[src/logic/pulse_timer_pkg.sv]
// Purpose: Shared constants of the stepped delay pulse timer
// Assumes: 20 MHz system clock, 10 MHz pulse clock derived by enable
// Notes:   Register offsets are byte addresses on a 32-bit classic Wishbone
`default_nettype none
package pulse_timer_pkg;
    // Clock rates and pulse clock divider
    localparam int unsigned SYS_CLK_HZ   = 20_000_000;
    localparam int unsigned PULSE_CLK_HZ = 10_000_000;
    localparam int unsigned PULSE_DIV    = SYS_CLK_HZ / PULSE_CLK_HZ;
    localparam int unsigned TICK_NS      = 1_000_000_000 / PULSE_CLK_HZ;
    localparam int unsigned MIN_DELAY_NS = 100;
    localparam int unsigned MIN_DELAY_TICKS =
        (MIN_DELAY_NS + TICK_NS - 1) / TICK_NS;
    localparam int unsigned MIN_WIDTH_NS = 10;

    // Register byte offsets
    localparam logic [7:0] OFS_CTRL      = 8'h00;
    localparam logic [7:0] OFS_WIDTH     = 8'h04;
    localparam logic [7:0] OFS_PERIOD    = 8'h08;
    localparam logic [7:0] OFS_DELAY1    = 8'h0c;
    localparam logic [7:0] OFS_START     = 8'h10;
    localparam logic [7:0] OFS_STOP      = 8'h14;
    localparam logic [7:0] OFS_STEP_SIZE = 8'h18;
    localparam logic [7:0] OFS_STEP_TIME = 8'h1c;
    localparam logic [7:0] OFS_STATUS    = 8'h20;
    localparam logic [7:0] OFS_IRQ_MASK  = 8'h24;
    localparam logic [7:0] OFS_STATE     = 8'h28;
    localparam logic [7:0] OFS_CUR_DELAY = 8'h2c;

    // Control bit positions
    localparam int unsigned CTRL_ENABLE  = 0;
    localparam int unsigned CTRL_DELAYED = 1;
    localparam int unsigned CTRL_STEP_ON = 2;
    localparam int unsigned CTRL_EXT_TRG = 3;
    localparam int unsigned CTRL_W       = 4;

    // Event bit positions, shared by status and mask
    localparam int unsigned EV_PERIOD    = 0;
    localparam int unsigned EV_ERROR     = 1;
    localparam int unsigned EV_WRAP      = 2;
    localparam int unsigned EV_W         = 3;

    // Live state bit positions
    localparam int unsigned ST_ERROR     = 0;
    localparam int unsigned ST_PULSE     = 1;
    localparam int unsigned ST_SWEEP     = 2;
    localparam int unsigned ST_W         = 3;

    // Reset values in pulse clock ticks (100 ns each)
    localparam logic [CTRL_W-1:0] RST_CTRL = 4'h0;
    localparam logic [31:0] RST_WIDTH     = 32'h0000_01f4;
    localparam logic [31:0] RST_PERIOD    = 32'h0000_2710;
    localparam logic [31:0] RST_DELAY1    = 32'h0000_03e8;
    localparam logic [31:0] RST_START     = 32'h0000_03e8;
    localparam logic [31:0] RST_STOP      = 32'h0000_2328;
    localparam logic [31:0] RST_STEP_SIZE = 32'h0000_0005;
    localparam logic [31:0] RST_STEP_TIME = 32'h0001_86a0;

    typedef enum logic [1:0] {
        RUN_IDLE   = 2'b00,
        RUN_FREE   = 2'b01,
        RUN_SINGLE = 2'b10
    } run_state_t;
endpackage
`default_nettype wire

[src/logic/step_if.sv]
// Purpose: Carries sweep settings and the current delay between timer and sweeper
// Assumes: Single clock domain
// Notes:   Counts are pulse clock ticks
`timescale 1ns/100ps
`default_nettype none
interface step_if #(parameter int unsigned CNT_W = 24);
    logic             tick;
    logic             run;
    logic [CNT_W-1:0] start;
    logic [CNT_W-1:0] stop;
    logic [CNT_W-1:0] size;
    logic [CNT_W-1:0] dwell;
    logic [CNT_W-1:0] cur;
    logic             wrap;

    modport owner   (output tick, run, start, stop, size, dwell, input cur, wrap);
    modport sweeper (input tick, run, start, stop, size, dwell, output cur, wrap);
endinterface
`default_nettype wire

[src/logic/pulse_timer.sv]
// Purpose: Periodic gating pulse with programmable width, period and delay
// Assumes: Classic Wishbone slave, 32-bit data, one clock
// Notes:   All timing is counted on a 10 MHz enable from the system clock
`timescale 1ns/100ps
`default_nettype none
// Overview of operation
// - In internal mode one pulse of the set width is sent in every period while enabled.
// - Timing is counted on a 10 MHz pulse clock, giving a 100 ns delay resolution.
// - With the delayed option the leading edge is held off by the first delay from period start.
// - With sweeping on the delay moves from start toward stop by one step per step time.
// - The sweep runs only while its switch is on; otherwise the fixed first delay is used.
// - A start above stop sweeps the delay downward.
// - An error is raised while delay plus width exceeds the period or the width reaches it, and drops otherwise.
// - The generator shall make gating pulses down to 10 ns; the shortest pulse here is one 100 ns tick.
// - The first delay is measured from the internal or external trigger.
// - The next leading edge must come later than the end of the previous pulse, else error.
module pulse_timer
    import pulse_timer_pkg::*;
#(
    parameter int unsigned CNT_W = 24
) (
    // Clock and reset
    input  wire logic        CLK,
    input  wire logic        ARST_N,
    // Wishbone slave
    input  wire logic        WB_CYC_I,
    input  wire logic        WB_STB_I,
    input  wire logic        WB_WE_I,
    input  wire logic [7:0]  WB_ADR_I,
    input  wire logic [3:0]  WB_SEL_I,
    input  wire logic [31:0] WB_DAT_I,
    output logic      [31:0] WB_DAT_O,
    output logic             WB_ACK_O,
    // Trigger pin
    input  wire logic        EXT_TRIG,
    // Timing outputs
    output logic             PULSE_OUT,
    output logic             SYNC_OUT,
    output logic             ERROR_OUT,
    // Interrupt
    output logic             IRQ
);
    import pulse_timer_pkg::*;

    generate
        if (CNT_W < 16 || CNT_W > 31) begin : g_bad_width
            $error("CNT_W must lie between 16 and 31");
        end
    endgenerate

    step_if #(.CNT_W(CNT_W)) sweep_bus ();

    // Register file
    logic [CTRL_W-1:0] ctrl_reg;
    logic [CNT_W-1:0]  width_reg;
    logic [CNT_W-1:0]  period_reg;
    logic [CNT_W-1:0]  delay1_reg;
    logic [CNT_W-1:0]  start_reg;
    logic [CNT_W-1:0]  stop_reg;
    logic [CNT_W-1:0]  size_reg;
    logic [CNT_W-1:0]  dwell_reg;
    logic [EV_W-1:0]   status_reg;
    logic [EV_W-1:0]   mask_reg;
    logic              ack_reg;
    logic [31:0]       rdata_reg;

    // Timing state
    logic [$clog2(PULSE_DIV)-1:0] div_reg;
    logic                         tick_reg;
    logic [CNT_W-1:0]             phase_reg;
    logic [CNT_W-1:0]             eff_delay_reg;
    run_state_t                   run_reg;
    run_state_t                   run_next;
    logic                         pulse_reg;
    logic                         sync_reg;
    logic                         error_reg;
    logic                         irq_reg;
    logic                         trig_meta_reg;
    logic                         trig_sync_reg;
    logic                         trig_prev_reg;

    // Bus decode
    wire        bus_req   = WB_CYC_I && WB_STB_I;
    wire        bus_wr    = bus_req && WB_WE_I && ack_reg && (WB_SEL_I == 4'hf);
    wire        wr_ctrl   = bus_wr && (WB_ADR_I == OFS_CTRL);
    wire        wr_width  = bus_wr && (WB_ADR_I == OFS_WIDTH);
    wire        wr_period = bus_wr && (WB_ADR_I == OFS_PERIOD);
    wire        wr_delay1 = bus_wr && (WB_ADR_I == OFS_DELAY1);
    wire        wr_start  = bus_wr && (WB_ADR_I == OFS_START);
    wire        wr_stop   = bus_wr && (WB_ADR_I == OFS_STOP);
    wire        wr_size   = bus_wr && (WB_ADR_I == OFS_STEP_SIZE);
    wire        wr_dwell  = bus_wr && (WB_ADR_I == OFS_STEP_TIME);
    wire        wr_status = bus_wr && (WB_ADR_I == OFS_STATUS);
    wire        wr_mask   = bus_wr && (WB_ADR_I == OFS_IRQ_MASK);
    wire [CNT_W-1:0] wdata = WB_DAT_I[CNT_W-1:0];

    wire enable    = ctrl_reg[CTRL_ENABLE];
    wire delayed   = ctrl_reg[CTRL_DELAYED];
    wire step_on   = ctrl_reg[CTRL_STEP_ON];
    wire ext_mode  = ctrl_reg[CTRL_EXT_TRG];

    // Period and pulse timing
    wire             trig_rise  = trig_sync_reg && !trig_prev_reg;
    wire             counting   = (run_reg != RUN_IDLE);
    wire             last_phase = ({1'b0, phase_reg} + 1'b1) >= {1'b0, period_reg};
    wire             per_start  = tick_reg && enable && !counting
                                  && (!ext_mode || trig_rise);
    wire             wrap_free  = tick_reg && (run_reg == RUN_FREE) && last_phase;
    wire             new_period = per_start || wrap_free;
    wire [CNT_W-1:0] delay_sel  = !delayed ? '0
                                  : (step_on ? sweep_bus.cur : delay1_reg);
    wire [CNT_W:0]   pulse_end  = {1'b0, eff_delay_reg} + {1'b0, width_reg};
    wire             in_pulse   = counting && (width_reg != '0)
                                  && (phase_reg >= eff_delay_reg)
                                  && ({1'b0, phase_reg} < pulse_end);
    wire [CNT_W:0]   fit_sum    = {1'b0, delay_sel} + {1'b0, width_reg};
    wire             misfit     = (fit_sum > {1'b0, period_reg})
                                  || (width_reg >= period_reg);
    wire [EV_W-1:0]  events;
    wire             err_rise   = misfit && !error_reg;

    assign events[EV_PERIOD] = new_period;
    assign events[EV_ERROR]  = err_rise;
    assign events[EV_WRAP]   = sweep_bus.wrap;

    always_comb begin
        run_next = run_reg;
        case (run_reg)
            RUN_IDLE: begin
                if (per_start) begin
                    run_next = ext_mode ? RUN_SINGLE : RUN_FREE;
                end
            end
            RUN_FREE: begin
                if (!enable || ext_mode) begin
                    run_next = RUN_IDLE;
                end
            end
            RUN_SINGLE: begin
                if (!enable || (tick_reg && last_phase)) begin
                    run_next = RUN_IDLE;
                end
            end
            default: begin
                run_next = RUN_IDLE;
            end
        endcase
    end

    // Sweeper hookup
    assign sweep_bus.tick  = tick_reg;
    assign sweep_bus.run   = step_on && delayed && enable;
    assign sweep_bus.start = start_reg;
    assign sweep_bus.stop  = stop_reg;
    assign sweep_bus.size  = size_reg;
    assign sweep_bus.dwell = dwell_reg;

    delay_sweeper #(.CNT_W(CNT_W)) u_sweeper (
        .clk    (CLK),
        .arst_n (ARST_N),
        .sw     (sweep_bus)
    );

    // Read mux
    logic [31:0] rd_mux;
    always_comb begin
        rd_mux = 32'h0000_0000;
        case (WB_ADR_I)
            OFS_CTRL:      rd_mux[CTRL_W-1:0] = ctrl_reg;
            OFS_WIDTH:     rd_mux[CNT_W-1:0]  = width_reg;
            OFS_PERIOD:    rd_mux[CNT_W-1:0]  = period_reg;
            OFS_DELAY1:    rd_mux[CNT_W-1:0]  = delay1_reg;
            OFS_START:     rd_mux[CNT_W-1:0]  = start_reg;
            OFS_STOP:      rd_mux[CNT_W-1:0]  = stop_reg;
            OFS_STEP_SIZE: rd_mux[CNT_W-1:0]  = size_reg;
            OFS_STEP_TIME: rd_mux[CNT_W-1:0]  = dwell_reg;
            OFS_STATUS:    rd_mux[EV_W-1:0]   = status_reg;
            OFS_IRQ_MASK:  rd_mux[EV_W-1:0]   = mask_reg;
            OFS_STATE:     rd_mux[ST_W-1:0]   = {sweep_bus.run, pulse_reg, error_reg};
            OFS_CUR_DELAY: rd_mux[CNT_W-1:0]  = eff_delay_reg;
            default:       rd_mux             = 32'h0000_0000;
        endcase
    end

    // Bus handshake: ack one cycle after the request, dropped the cycle after
    always_ff @(posedge CLK or negedge ARST_N) begin
        if (!ARST_N) begin
            ack_reg   <= 1'b0;
            rdata_reg <= 32'h0000_0000;
        end else begin
            ack_reg   <= bus_req && !ack_reg;
            rdata_reg <= rd_mux;
        end
    end

    // Control registers; writes land on the acknowledged edge
    always_ff @(posedge CLK or negedge ARST_N) begin
        if (!ARST_N) begin
            ctrl_reg   <= RST_CTRL;
            width_reg  <= RST_WIDTH[CNT_W-1:0];
            period_reg <= RST_PERIOD[CNT_W-1:0];
            delay1_reg <= RST_DELAY1[CNT_W-1:0];
            start_reg  <= RST_START[CNT_W-1:0];
            stop_reg   <= RST_STOP[CNT_W-1:0];
            size_reg   <= RST_STEP_SIZE[CNT_W-1:0];
            dwell_reg  <= RST_STEP_TIME[CNT_W-1:0];
            mask_reg   <= '0;
        end else begin
            if (wr_ctrl)   ctrl_reg   <= WB_DAT_I[CTRL_W-1:0];
            if (wr_width)  width_reg  <= wdata;
            if (wr_period) period_reg <= wdata;
            if (wr_delay1) delay1_reg <= wdata;
            if (wr_start)  start_reg  <= wdata;
            if (wr_stop)   stop_reg   <= wdata;
            if (wr_size)   size_reg   <= wdata;
            if (wr_dwell)  dwell_reg  <= wdata;
            if (wr_mask)   mask_reg   <= WB_DAT_I[EV_W-1:0];
        end
    end

    // Sticky events: a new event wins over a write-one clear
    always_ff @(posedge CLK or negedge ARST_N) begin
        if (!ARST_N) begin
            status_reg <= '0;
            irq_reg    <= 1'b0;
        end else begin
            status_reg <= (status_reg & ~(wr_status ? WB_DAT_I[EV_W-1:0] : '0)) | events;
            irq_reg    <= |(status_reg & mask_reg);
        end
    end

    // Pulse clock enable; a one-cycle pulse every PULSE_DIV system cycles
    always_ff @(posedge CLK or negedge ARST_N) begin
        if (!ARST_N) begin
            div_reg  <= '0;
            tick_reg <= 1'b0;
        end else begin
            tick_reg <= (div_reg == '0);
            div_reg  <= (div_reg == ($clog2(PULSE_DIV))'(PULSE_DIV - 1))
                        ? '0 : div_reg + 1'b1;
        end
    end

    // Trigger pin synchroniser and edge history
    always_ff @(posedge CLK or negedge ARST_N) begin
        if (!ARST_N) begin
            trig_meta_reg <= 1'b0;
            trig_sync_reg <= 1'b0;
            trig_prev_reg <= 1'b0;
        end else begin
            trig_meta_reg <= EXT_TRIG;
            trig_sync_reg <= trig_meta_reg;
            if (tick_reg) trig_prev_reg <= trig_sync_reg;
        end
    end

    // Period counter; the delay is taken once per period so a sweep step
    // never tears a pulse in half
    always_ff @(posedge CLK or negedge ARST_N) begin
        if (!ARST_N) begin
            run_reg       <= RUN_IDLE;
            phase_reg     <= '0;
            eff_delay_reg <= '0;
        end else begin
            run_reg <= run_next;
            if (new_period) begin
                phase_reg     <= '0;
                eff_delay_reg <= delay_sel;
            end else if (tick_reg && counting) begin
                phase_reg <= phase_reg + 1'b1;
            end
        end
    end

    // Outputs, each from its own flop
    always_ff @(posedge CLK or negedge ARST_N) begin
        if (!ARST_N) begin
            pulse_reg <= 1'b0;
            sync_reg  <= 1'b0;
            error_reg <= 1'b0;
        end else begin
            // Moves only off a tick edge, so a disable never leaves a half-tick sliver
            if (!tick_reg) pulse_reg <= in_pulse && enable;
            if (new_period)    sync_reg <= 1'b1;
            else if (tick_reg) sync_reg <= 1'b0;
            error_reg <= misfit;
        end
    end

    assign WB_ACK_O  = ack_reg;
    assign WB_DAT_O  = rdata_reg;
    assign PULSE_OUT = pulse_reg;
    assign SYNC_OUT  = sync_reg;
    assign ERROR_OUT = error_reg;
    assign IRQ       = irq_reg;
endmodule
`default_nettype wire

[src/logic/delay_sweeper.sv]
// Purpose: Steps the pulse delay from start toward stop, one step per dwell
// Assumes: tick is the one-cycle pulse clock enable
// Notes:   Direction follows the order of start and stop
`timescale 1ns/100ps
`default_nettype none
module delay_sweeper #(
    parameter int unsigned CNT_W = 24
) (
    input wire logic clk,
    input wire logic arst_n,
    step_if.sweeper  sw
);
    logic [CNT_W-1:0] cur_reg;
    logic [CNT_W-1:0] cur_next;
    logic [CNT_W-1:0] dwell_reg;
    logic             wrap_reg;

    wire              dir_up    = sw.start <= sw.stop;
    wire              at_stop   = cur_reg == sw.stop;
    wire [CNT_W:0]    up_sum    = {1'b0, cur_reg} + {1'b0, sw.size};
    wire [CNT_W-1:0]  down_room = cur_reg - sw.stop;
    wire              dwell_end = ({1'b0, dwell_reg} + 1'b1) >= {1'b0, sw.dwell};

    // Clamp to stop so the last step lands exactly on it
    assign cur_next = dir_up
        ? ((up_sum >= {1'b0, sw.stop}) ? sw.stop : up_sum[CNT_W-1:0])
        : ((down_room <= sw.size) ? sw.stop : cur_reg - sw.size);

    always_ff @(posedge clk or negedge arst_n) begin
        if (!arst_n) begin
            cur_reg   <= '0;
            dwell_reg <= '0;
            wrap_reg  <= 1'b0;
        end else begin
            wrap_reg <= 1'b0;
            if (!sw.run) begin
                cur_reg   <= sw.start;
                dwell_reg <= '0;
            end else if (sw.tick) begin
                if (dwell_end) begin
                    dwell_reg <= '0;
                    if (at_stop) begin
                        cur_reg  <= sw.start;
                        wrap_reg <= 1'b1;
                    end else begin
                        cur_reg <= cur_next;
                    end
                end else begin
                    dwell_reg <= dwell_reg + 1'b1;
                end
            end
        end
    end

    assign sw.cur  = cur_reg;
    assign sw.wrap = wrap_reg;
endmodule
`default_nettype wire

[config.mk]
export PLATFORM = sky130hd
export DESIGN_NAME = pulse_timer
export DESIGN_NICKNAME = d
export VERILOG_FILES = /design/src/logic/pulse_timer_pkg.sv /design/src/logic/step_if.sv /design/src/logic/pulse_timer.sv /design/src/logic/delay_sweeper.sv
export SDC_FILE = /design/constraint.sdc
export NUM_CORES = 1
export LEC_CHECK = 0
export BUFFER_PORTS_ARGS = -buffer_cell sky130_fd_sc_hd__buf_2
export CORE_ASPECT_RATIO = 0.6
export CORE_MARGIN = 4
export CORE_UTILIZATION = 50
export CTS_CLUSTER_DIAMETER = 40
export CTS_CLUSTER_SIZE = 16
export DETAILED_ROUTE_END_ITERATION = 7
export PLACE_DENSITY = 0.64
export SYNTH_ARGS = -nofsm -noshare
export SYNTH_HDL_FRONTEND = slang
export SYNTH_HIERARCHICAL = 1
export SYNTH_SLANG_ARGS = --single-unit
[constraint.sdc]
create_clock -name CLK -period 13.4 [get_ports CLK]
set_input_delay 1.34 -clock CLK [delete_from_list [all_inputs] [get_ports CLK]]
set_output_delay 1.34 -clock CLK [all_outputs]
set_load 0.1 [all_outputs]
# After elaboration in Yosys (flattened, before gate mapping)

Index checks and enable logic that the tools add are counted.

Bits in registers: 311
Input bits: 50
Word-level logic and storage cells: 151

$add $sub $neg: 10
Magnitude comparators: 9
Equal/unequal tests: 20
Muxes and demuxes: 30
Bitwise operators: 5
Reductions and logical operators: 50

Operators with widths:

| kind                  | count |
|---|---|
| $mux 24               | 14 |
| $pmux 20 s8           | 1 |
| $add 24x24->25        | 3 |
| $ge 25x24->1          | 3 |
| $add 24x1->25 const B | 2 |
| $add 24x1->24 const B | 2 |
| $ge 24x24->1          | 2 |
| $le 24x24->1          | 2 |
| $sub 24x24->24        | 2 |
| $pmux 3 s12           | 1 |
| $eq 8x5->1 const B    | 4 |
| $eq 8x6->1 const B    | 4 |
| $logic_and 1x1->1     | 30 |
| $gt 25x24->1          | 1 |
| $lt 24x25->1          | 1 |
| $eq 24x24->1          | 1 |
| $reduce_bool 24->1    | 1 |
| $eq 8x4->1 const B    | 2 |
| $pmux 1 s9            | 1 |
| $eq 8x3->1 const B    | 1 |
| $logic_not 8->1       | 1 |
| $mux 2                | 4 |
| $ne 2x2->1 const B    | 4 |
| $mux 1                | 7 |
| other kinds (18)      | 30 |

# Depth between registers and ports, before layout

Word-level depth: 9
Mapped depth: 26
Depth with buffers taken out: 24

# By module

Netlist, hierarchy kept.

By module, submodules not included:

| module        | times used | cells an instance | area each (um^2) | seq. area each (um^2) |
|---|---|---|---|---|
| pulse_timer   | 1          | 1581              | 16597.2          | 6576.3 |
| delay_sweeper | 1          | 1124              | 8627.0           | 1226.2 |

# Worst setup path after synthesis

OpenSTA, ideal clock, no wires.

Kind: register -> register
From: register ctrl_reg[2]
To: register status_reg[1]
Library setup time: 0.154 ns
Arrival time: 5.228 ns
Data required time: 13.246 ns
Setup slack: 8.018 ns
Cell stages (with the launch flop): 22
Path buffers: 2
Path through: dfrtp_1 > clkbuf_1 > buf_1 > mux2i_1 > nor2b_1 > ha_1 > inv_1 > fa_1 > nand2b_1 > a21oi_1 > o21ai_0 > o31ai_1 > nor4b_1 > o21ai_0 > a31oi_1 > xnor2_1 > ha_1 > a21o_1 > a21o_1 > a2111o_1 > a2111oi_0 > a41oi_1

Word-level cells in the longest chain between the ends: 7

Ends and longest elaborated chain:

| what                   | line               | text |
|---|---|---|
| from (decl)            | pulse_timer.sv:54  | `logic [CTRL_W-1:0] ctrl_reg;` |
| from (signal assigned) | pulse_timer.sv:209 | `if (wr_ctrl) ctrl_reg <= WB_DAT_I[CTRL_W-1:0];` |
| $mux 24                | pulse_timer.sv:111 | `: (step_on ? sweep_bus.cur : delay1_reg);` |
| $mux 24                | pulse_timer.sv:110 | `wire [CNT_W-1:0] delay_sel = !delayed ? '0` |
| named net delay_sel[0] | pulse_timer.sv:110 |  |
| $add 24x24->25         | pulse_timer.sv:116 | `wire [CNT_W:0] fit_sum = {1'b0, delay_sel} + {1'b0, width_reg};` |
| $gt 25x24->1           | pulse_timer.sv:117 | `wire misfit = (fit_sum > {1'b0, period_reg})` |
| $logic_or 1x1->1       | pulse_timer.sv:118 | `\|\| (width_reg >= period_reg);` |
| $logic_and 1x1->1      | pulse_timer.sv:120 | `wire err_rise = misfit && !error_reg;` |
| $or 3x3->3             | pulse_timer.sv:227 | `status_reg <= (status_reg & ~(wr_status ? WB_DAT_I[EV_W-1:0] : '0)) \| events;` |
| to (signal assigned)   | pulse_timer.sv:227 |  |
| to (decl)              | pulse_timer.sv:62  | `logic [EV_W-1:0] status_reg;` |

The timed path passes the listed nets, and every way through them passes these cells.
A chain may end at the register's enable or synchronous reset.

# Worst setup path after layout

From: register stop_reg[0]
To: register u_sweeper.cur_reg[6], in the netlist u_sweeper/sw.cur[6]

Word-level cells in the longest chain between the ends: 8
Elaborated cells on any way between the ends: 12
Classes of those cells: 1 x add/sub; 3 x order compare; 1 x eq/ne; 7 x mux

Ends and longest elaborated chain:

| what                   | line                | text |
|---|---|---|
| from (decl)            | pulse_timer.sv:59   | `logic [CNT_W-1:0] stop_reg;` |
| from (signal assigned) | pulse_timer.sv:204  | `stop_reg <= RST_STOP[CNT_W-1:0];` |
| from (signal assigned) | pulse_timer.sv:214  | `if (wr_stop) stop_reg <= wdata;` |
| $sub 24x24->24         | delay_sweeper.sv:21 | `wire [CNT_W-1:0] down_room = cur_reg - sw.stop;` |
| $le 24x24->1           | delay_sweeper.sv:27 | `: ((down_room <= sw.size) ? sw.stop : cur_reg - sw.size);` |
| $mux 24                | delay_sweeper.sv:27 |  |
| $mux 24                | delay_sweeper.sv:26 | `? ((up_sum >= {1'b0, sw.stop}) ? sw.stop : up_sum[CNT_W-1:0])` |
| $mux 24 *              | delay_sweeper.sv:42 | `if (at_stop) begin` |
| $mux 24 *              | delay_sweeper.sv:40 | `if (dwell_end) begin` |
| $mux 24 *              | delay_sweeper.sv:39 | `end else if (sw.tick) begin` |
| $mux 24 *              | delay_sweeper.sv:36 | `if (!sw.run) begin` |
| to (signal assigned)   | delay_sweeper.sv:37 | `cur_reg <= sw.start;` |
| to (signal assigned)   | delay_sweeper.sv:43 | `cur_reg <= sw.start;` |
| to (signal assigned)   | delay_sweeper.sv:46 | `cur_reg <= cur_next;` |
| to (decl)              | delay_sweeper.sv:13 | `logic [CNT_W-1:0] cur_reg;` |

Every way passes the cells marked *; elsewhere a longest branch is shown, timed or not. The select of a mux whose other input is x is not followed.

==> results by group <==
Outcome
  • Status: finished, final reports clean

Logic synthesis
  • Top cells by area, synth: dfrtp_1, ha_1, mux2_2
  • Share of the synthesized area in the top cell type: 27.2%
  • EDFF count, synth: 0
  • Syn Area/Cell: 9.33 um^2
  • Unique masters post-synth: 86
  • Synth Warn #: 6
  • Cell Area, Synth: 25200 um^2
  • Ys async rst share: 100%
  • Top FF cell, synth: dfrtp_1
  • Synth Register Bits: 310
  • Most frequent cell after synthesis: ha_1
  • Syn Inst Count: 2705
  • Sequential share of the synthesized area: 30.9%
  • Most instantiated cells after synthesis: ha_1, dfrtp_1, inv_1
  • Post-synth top area cell: dfrtp_1

Setup path
  • Arrival time of the worst setup path: 7400 ps
  • Crit path required time: 13850 ps
  • Critical path capture point type: flop
  • Reg-to-reg setup timing slack: 6450 ps
  • Worst setup path class: reg -> reg
  • R2R Path End: u_sweeper/sw.cur[6]
  • Reg-to-reg startpoint: stop_reg[0]
  • CP Max Fanout: 19
  • R2R depth: 23
  • Worst setup SP type: flop

Job
  • Max Cap Viol: 0

Detailed routing
  • Wire length per cell: 25.2 um
  • Post-route DRC: 0
  • Vias per cell: 6.37
  • Initial DRC Count: 2235
  • DRT Pass-1 Iters: 5
  • Post-route ant nets: 0
  • Final WL: 86400 um
  • Via count: 21810

GRT
  • Initial antenna violation count: 6
  • First-pass GRT wire length: 131000 um
  • Vias in the first global route: 20893
  • Largest net degree at the start of global routing: 70
  • Total gr overflow: 0
  • All-Layer GR Usage: 31.3%

Place
  • Port bufs: 70
  • HPWL after detailed placement: 67700 um
  • Routability Congestion: 0.978

Clock tree
  • CTS Buf Count: 39
  • Maximum clock path buffer count: 3
  • CTS Hold Bufs: 0
  • CTS tree: built
  • Clk slew on worst S/H paths: 70 ps
  • CTS Root Cell: clkbuf_16
  • Setup bufs post-CTS: 0
  • CTS H-tree depth: 2
  • Post-CTS sizing: 0
  • CTS sink count: 310
  • Latest clock arrival within the worst-skew pair: 570 ps

Timing
  • Slew Viols, Final: 0
  • Worst Hold Margin: 358 ps
  • Clock skew: 20.2 ps
  • Period utilisation layout: 51.8%
  • Final Hold Vio Count: 0
  • Fmax achieved: 0.144 GHz
  • TNS Setup: 0 ps
  • Final Setup Violations: 0
  • Least-Margin Pin Slew: 1160 ps
  • RSZ-0062 raised after global routing: no
  • Min cycle time layout: 6950 ps
  • Max_slew headroom: 22.7%

Cells and area
  • Fillers: 4503
  • Util after Layout: 55.5%
  • Ant diodes: 0
  • Fraction of layout cells with a size suffix above 1: 15.3%
  • Nets: 3133
  • Layout area overhead: 9.22%

Worst hold path
  • Hold_sp: trig_meta_reg
  • Hold depth: 0
  • Min-Delay Path Class: reg -> reg
  • Min-Delay Endpoint: trig_sync_reg

Die
  • Io pins: 87
  • DIE WIDTH: 298 um
  • Die H: 182 um
  • Die area: 54200 um^2
  • Core area: 49700 um^2
  • FP Rows: 63
  • Starting Density: 50.8%

Power and ir drop
  • Pwr Density: 77.3 nW/um^2
  • Pleak: 13.4 nW
  • Maximum vdd drop: 0.100 mV
[layout make-up]
class / instances / area (um^2) / area share, %
inverter: 186 / 698 / 2.53
clock inverter: 28 / 324 / 1.18
sequential: 310 / 7800 / 28.3
multi-input combinational: 2108 / 16300 / 59.1
timing repair buffer: 98 / 571 / 2.07
clock buffer: 44 / 1050 / 3.80
tap: 650 / 813 / 2.95
[metrics by stage]
step                total power, mW  area, um^2  setup slack [ps]  cells
floorplan                     0.981       25300              8020   2712
global placement               1.02       26200              6880   3352
detailed placement             1.02       26200              6770   3352
CTS                            2.15       27500              6740   3424
global route                   2.19       27500              6020   3424
finish                         2.13       27500              6450   3424
[cells by family after synthesis]
family,Yosys count,synth area share (%)
other,1,0.0149
xor gates and xnor gates,158,5.49
muxes,200,9.11
and+or+nand+nor,686,13.5
DFF,310,30.9
AOI/OAI and AO/OA,716,19.2
adders and majority gates,340,17.0
buffers and inverters,294,4.81
[worst max-delay path: stages (launching register included)]
cell	delay [ps]
dfrtp_1	490
ha_1	290
fa_1	400
nor2b_1	130
o21ai_0	120
a21boi_0	250
o21ai_0	150
a21oi_1	520
a31oi_1	340
o21bai_1	390
inv_1	80
o21ai_0	270
xor2_1	190
ha_1	260
and3_1	220
nand4_1	210
nor3_1	110
a311o_1	280
o31ai_2	240
or2_2	570
nand2_1	680
o221ai_1	370
o21ai_0	110
o21a_1	120
[placed cells by master (no fill, tap or decap), types with 36 or more instances in the layout]
| master | count |
|---|---|
| clkbuf_16 | 41 |
| nand4_1 | 58 |
| nand3_1 | 95 |
| buf_2 | 69 |
| nor3_1 | 41 |
| mux2_2 | 153 |
| inv_1 | 186 |
| ha_1 | 335 |
| xor2_1 | 58 |
| nor2_1 | 170 |
| xnor2_1 | 100 |
| nor2b_1 | 48 |
| a22oi_1 | 88 |
| dfrtp_1 | 274 |
| dfstp_2 | 36 |
| a21o_1 | 56 |
| o21ai_0 | 132 |
| nand2_1 | 142 |
| a21oi_1 | 173 |
[worst max path at each step]
stage / startpoint / end
after CTS: stop_reg[0] / u_sweeper/sw.cur[6]
after global routing: stop_reg[0] / u_sweeper/sw.cur[6]
after global placement: size_reg[2] / u_sweeper/sw.cur[6]
after detailed placement: u_sweeper/sw.cur[0] / u_sweeper/sw.cur[6]
after floorplan: ctrl_reg[2] / status_reg[1]
final: stop_reg[0] / u_sweeper/sw.cur[6]
[report_power, final]
| part | internal [mW] | leakage (nW) | switching, mW |
|---|---|---|---|
| Sequential | 0.937 | 4.08 | 0.000653 |
| Clock | 0.616 | 0.663 | 0.512 |
| Combinational | 0.0116 | 8.70 | 0.0524 |
[layer usage]
layer  wire, um  global-route usage, %
met3       8200                   6.80
met5         57                      0
met4       1370                   5.30
met1      42600                   49.4
met2      34100                   43.9
(Power assumes the default switching activity.)
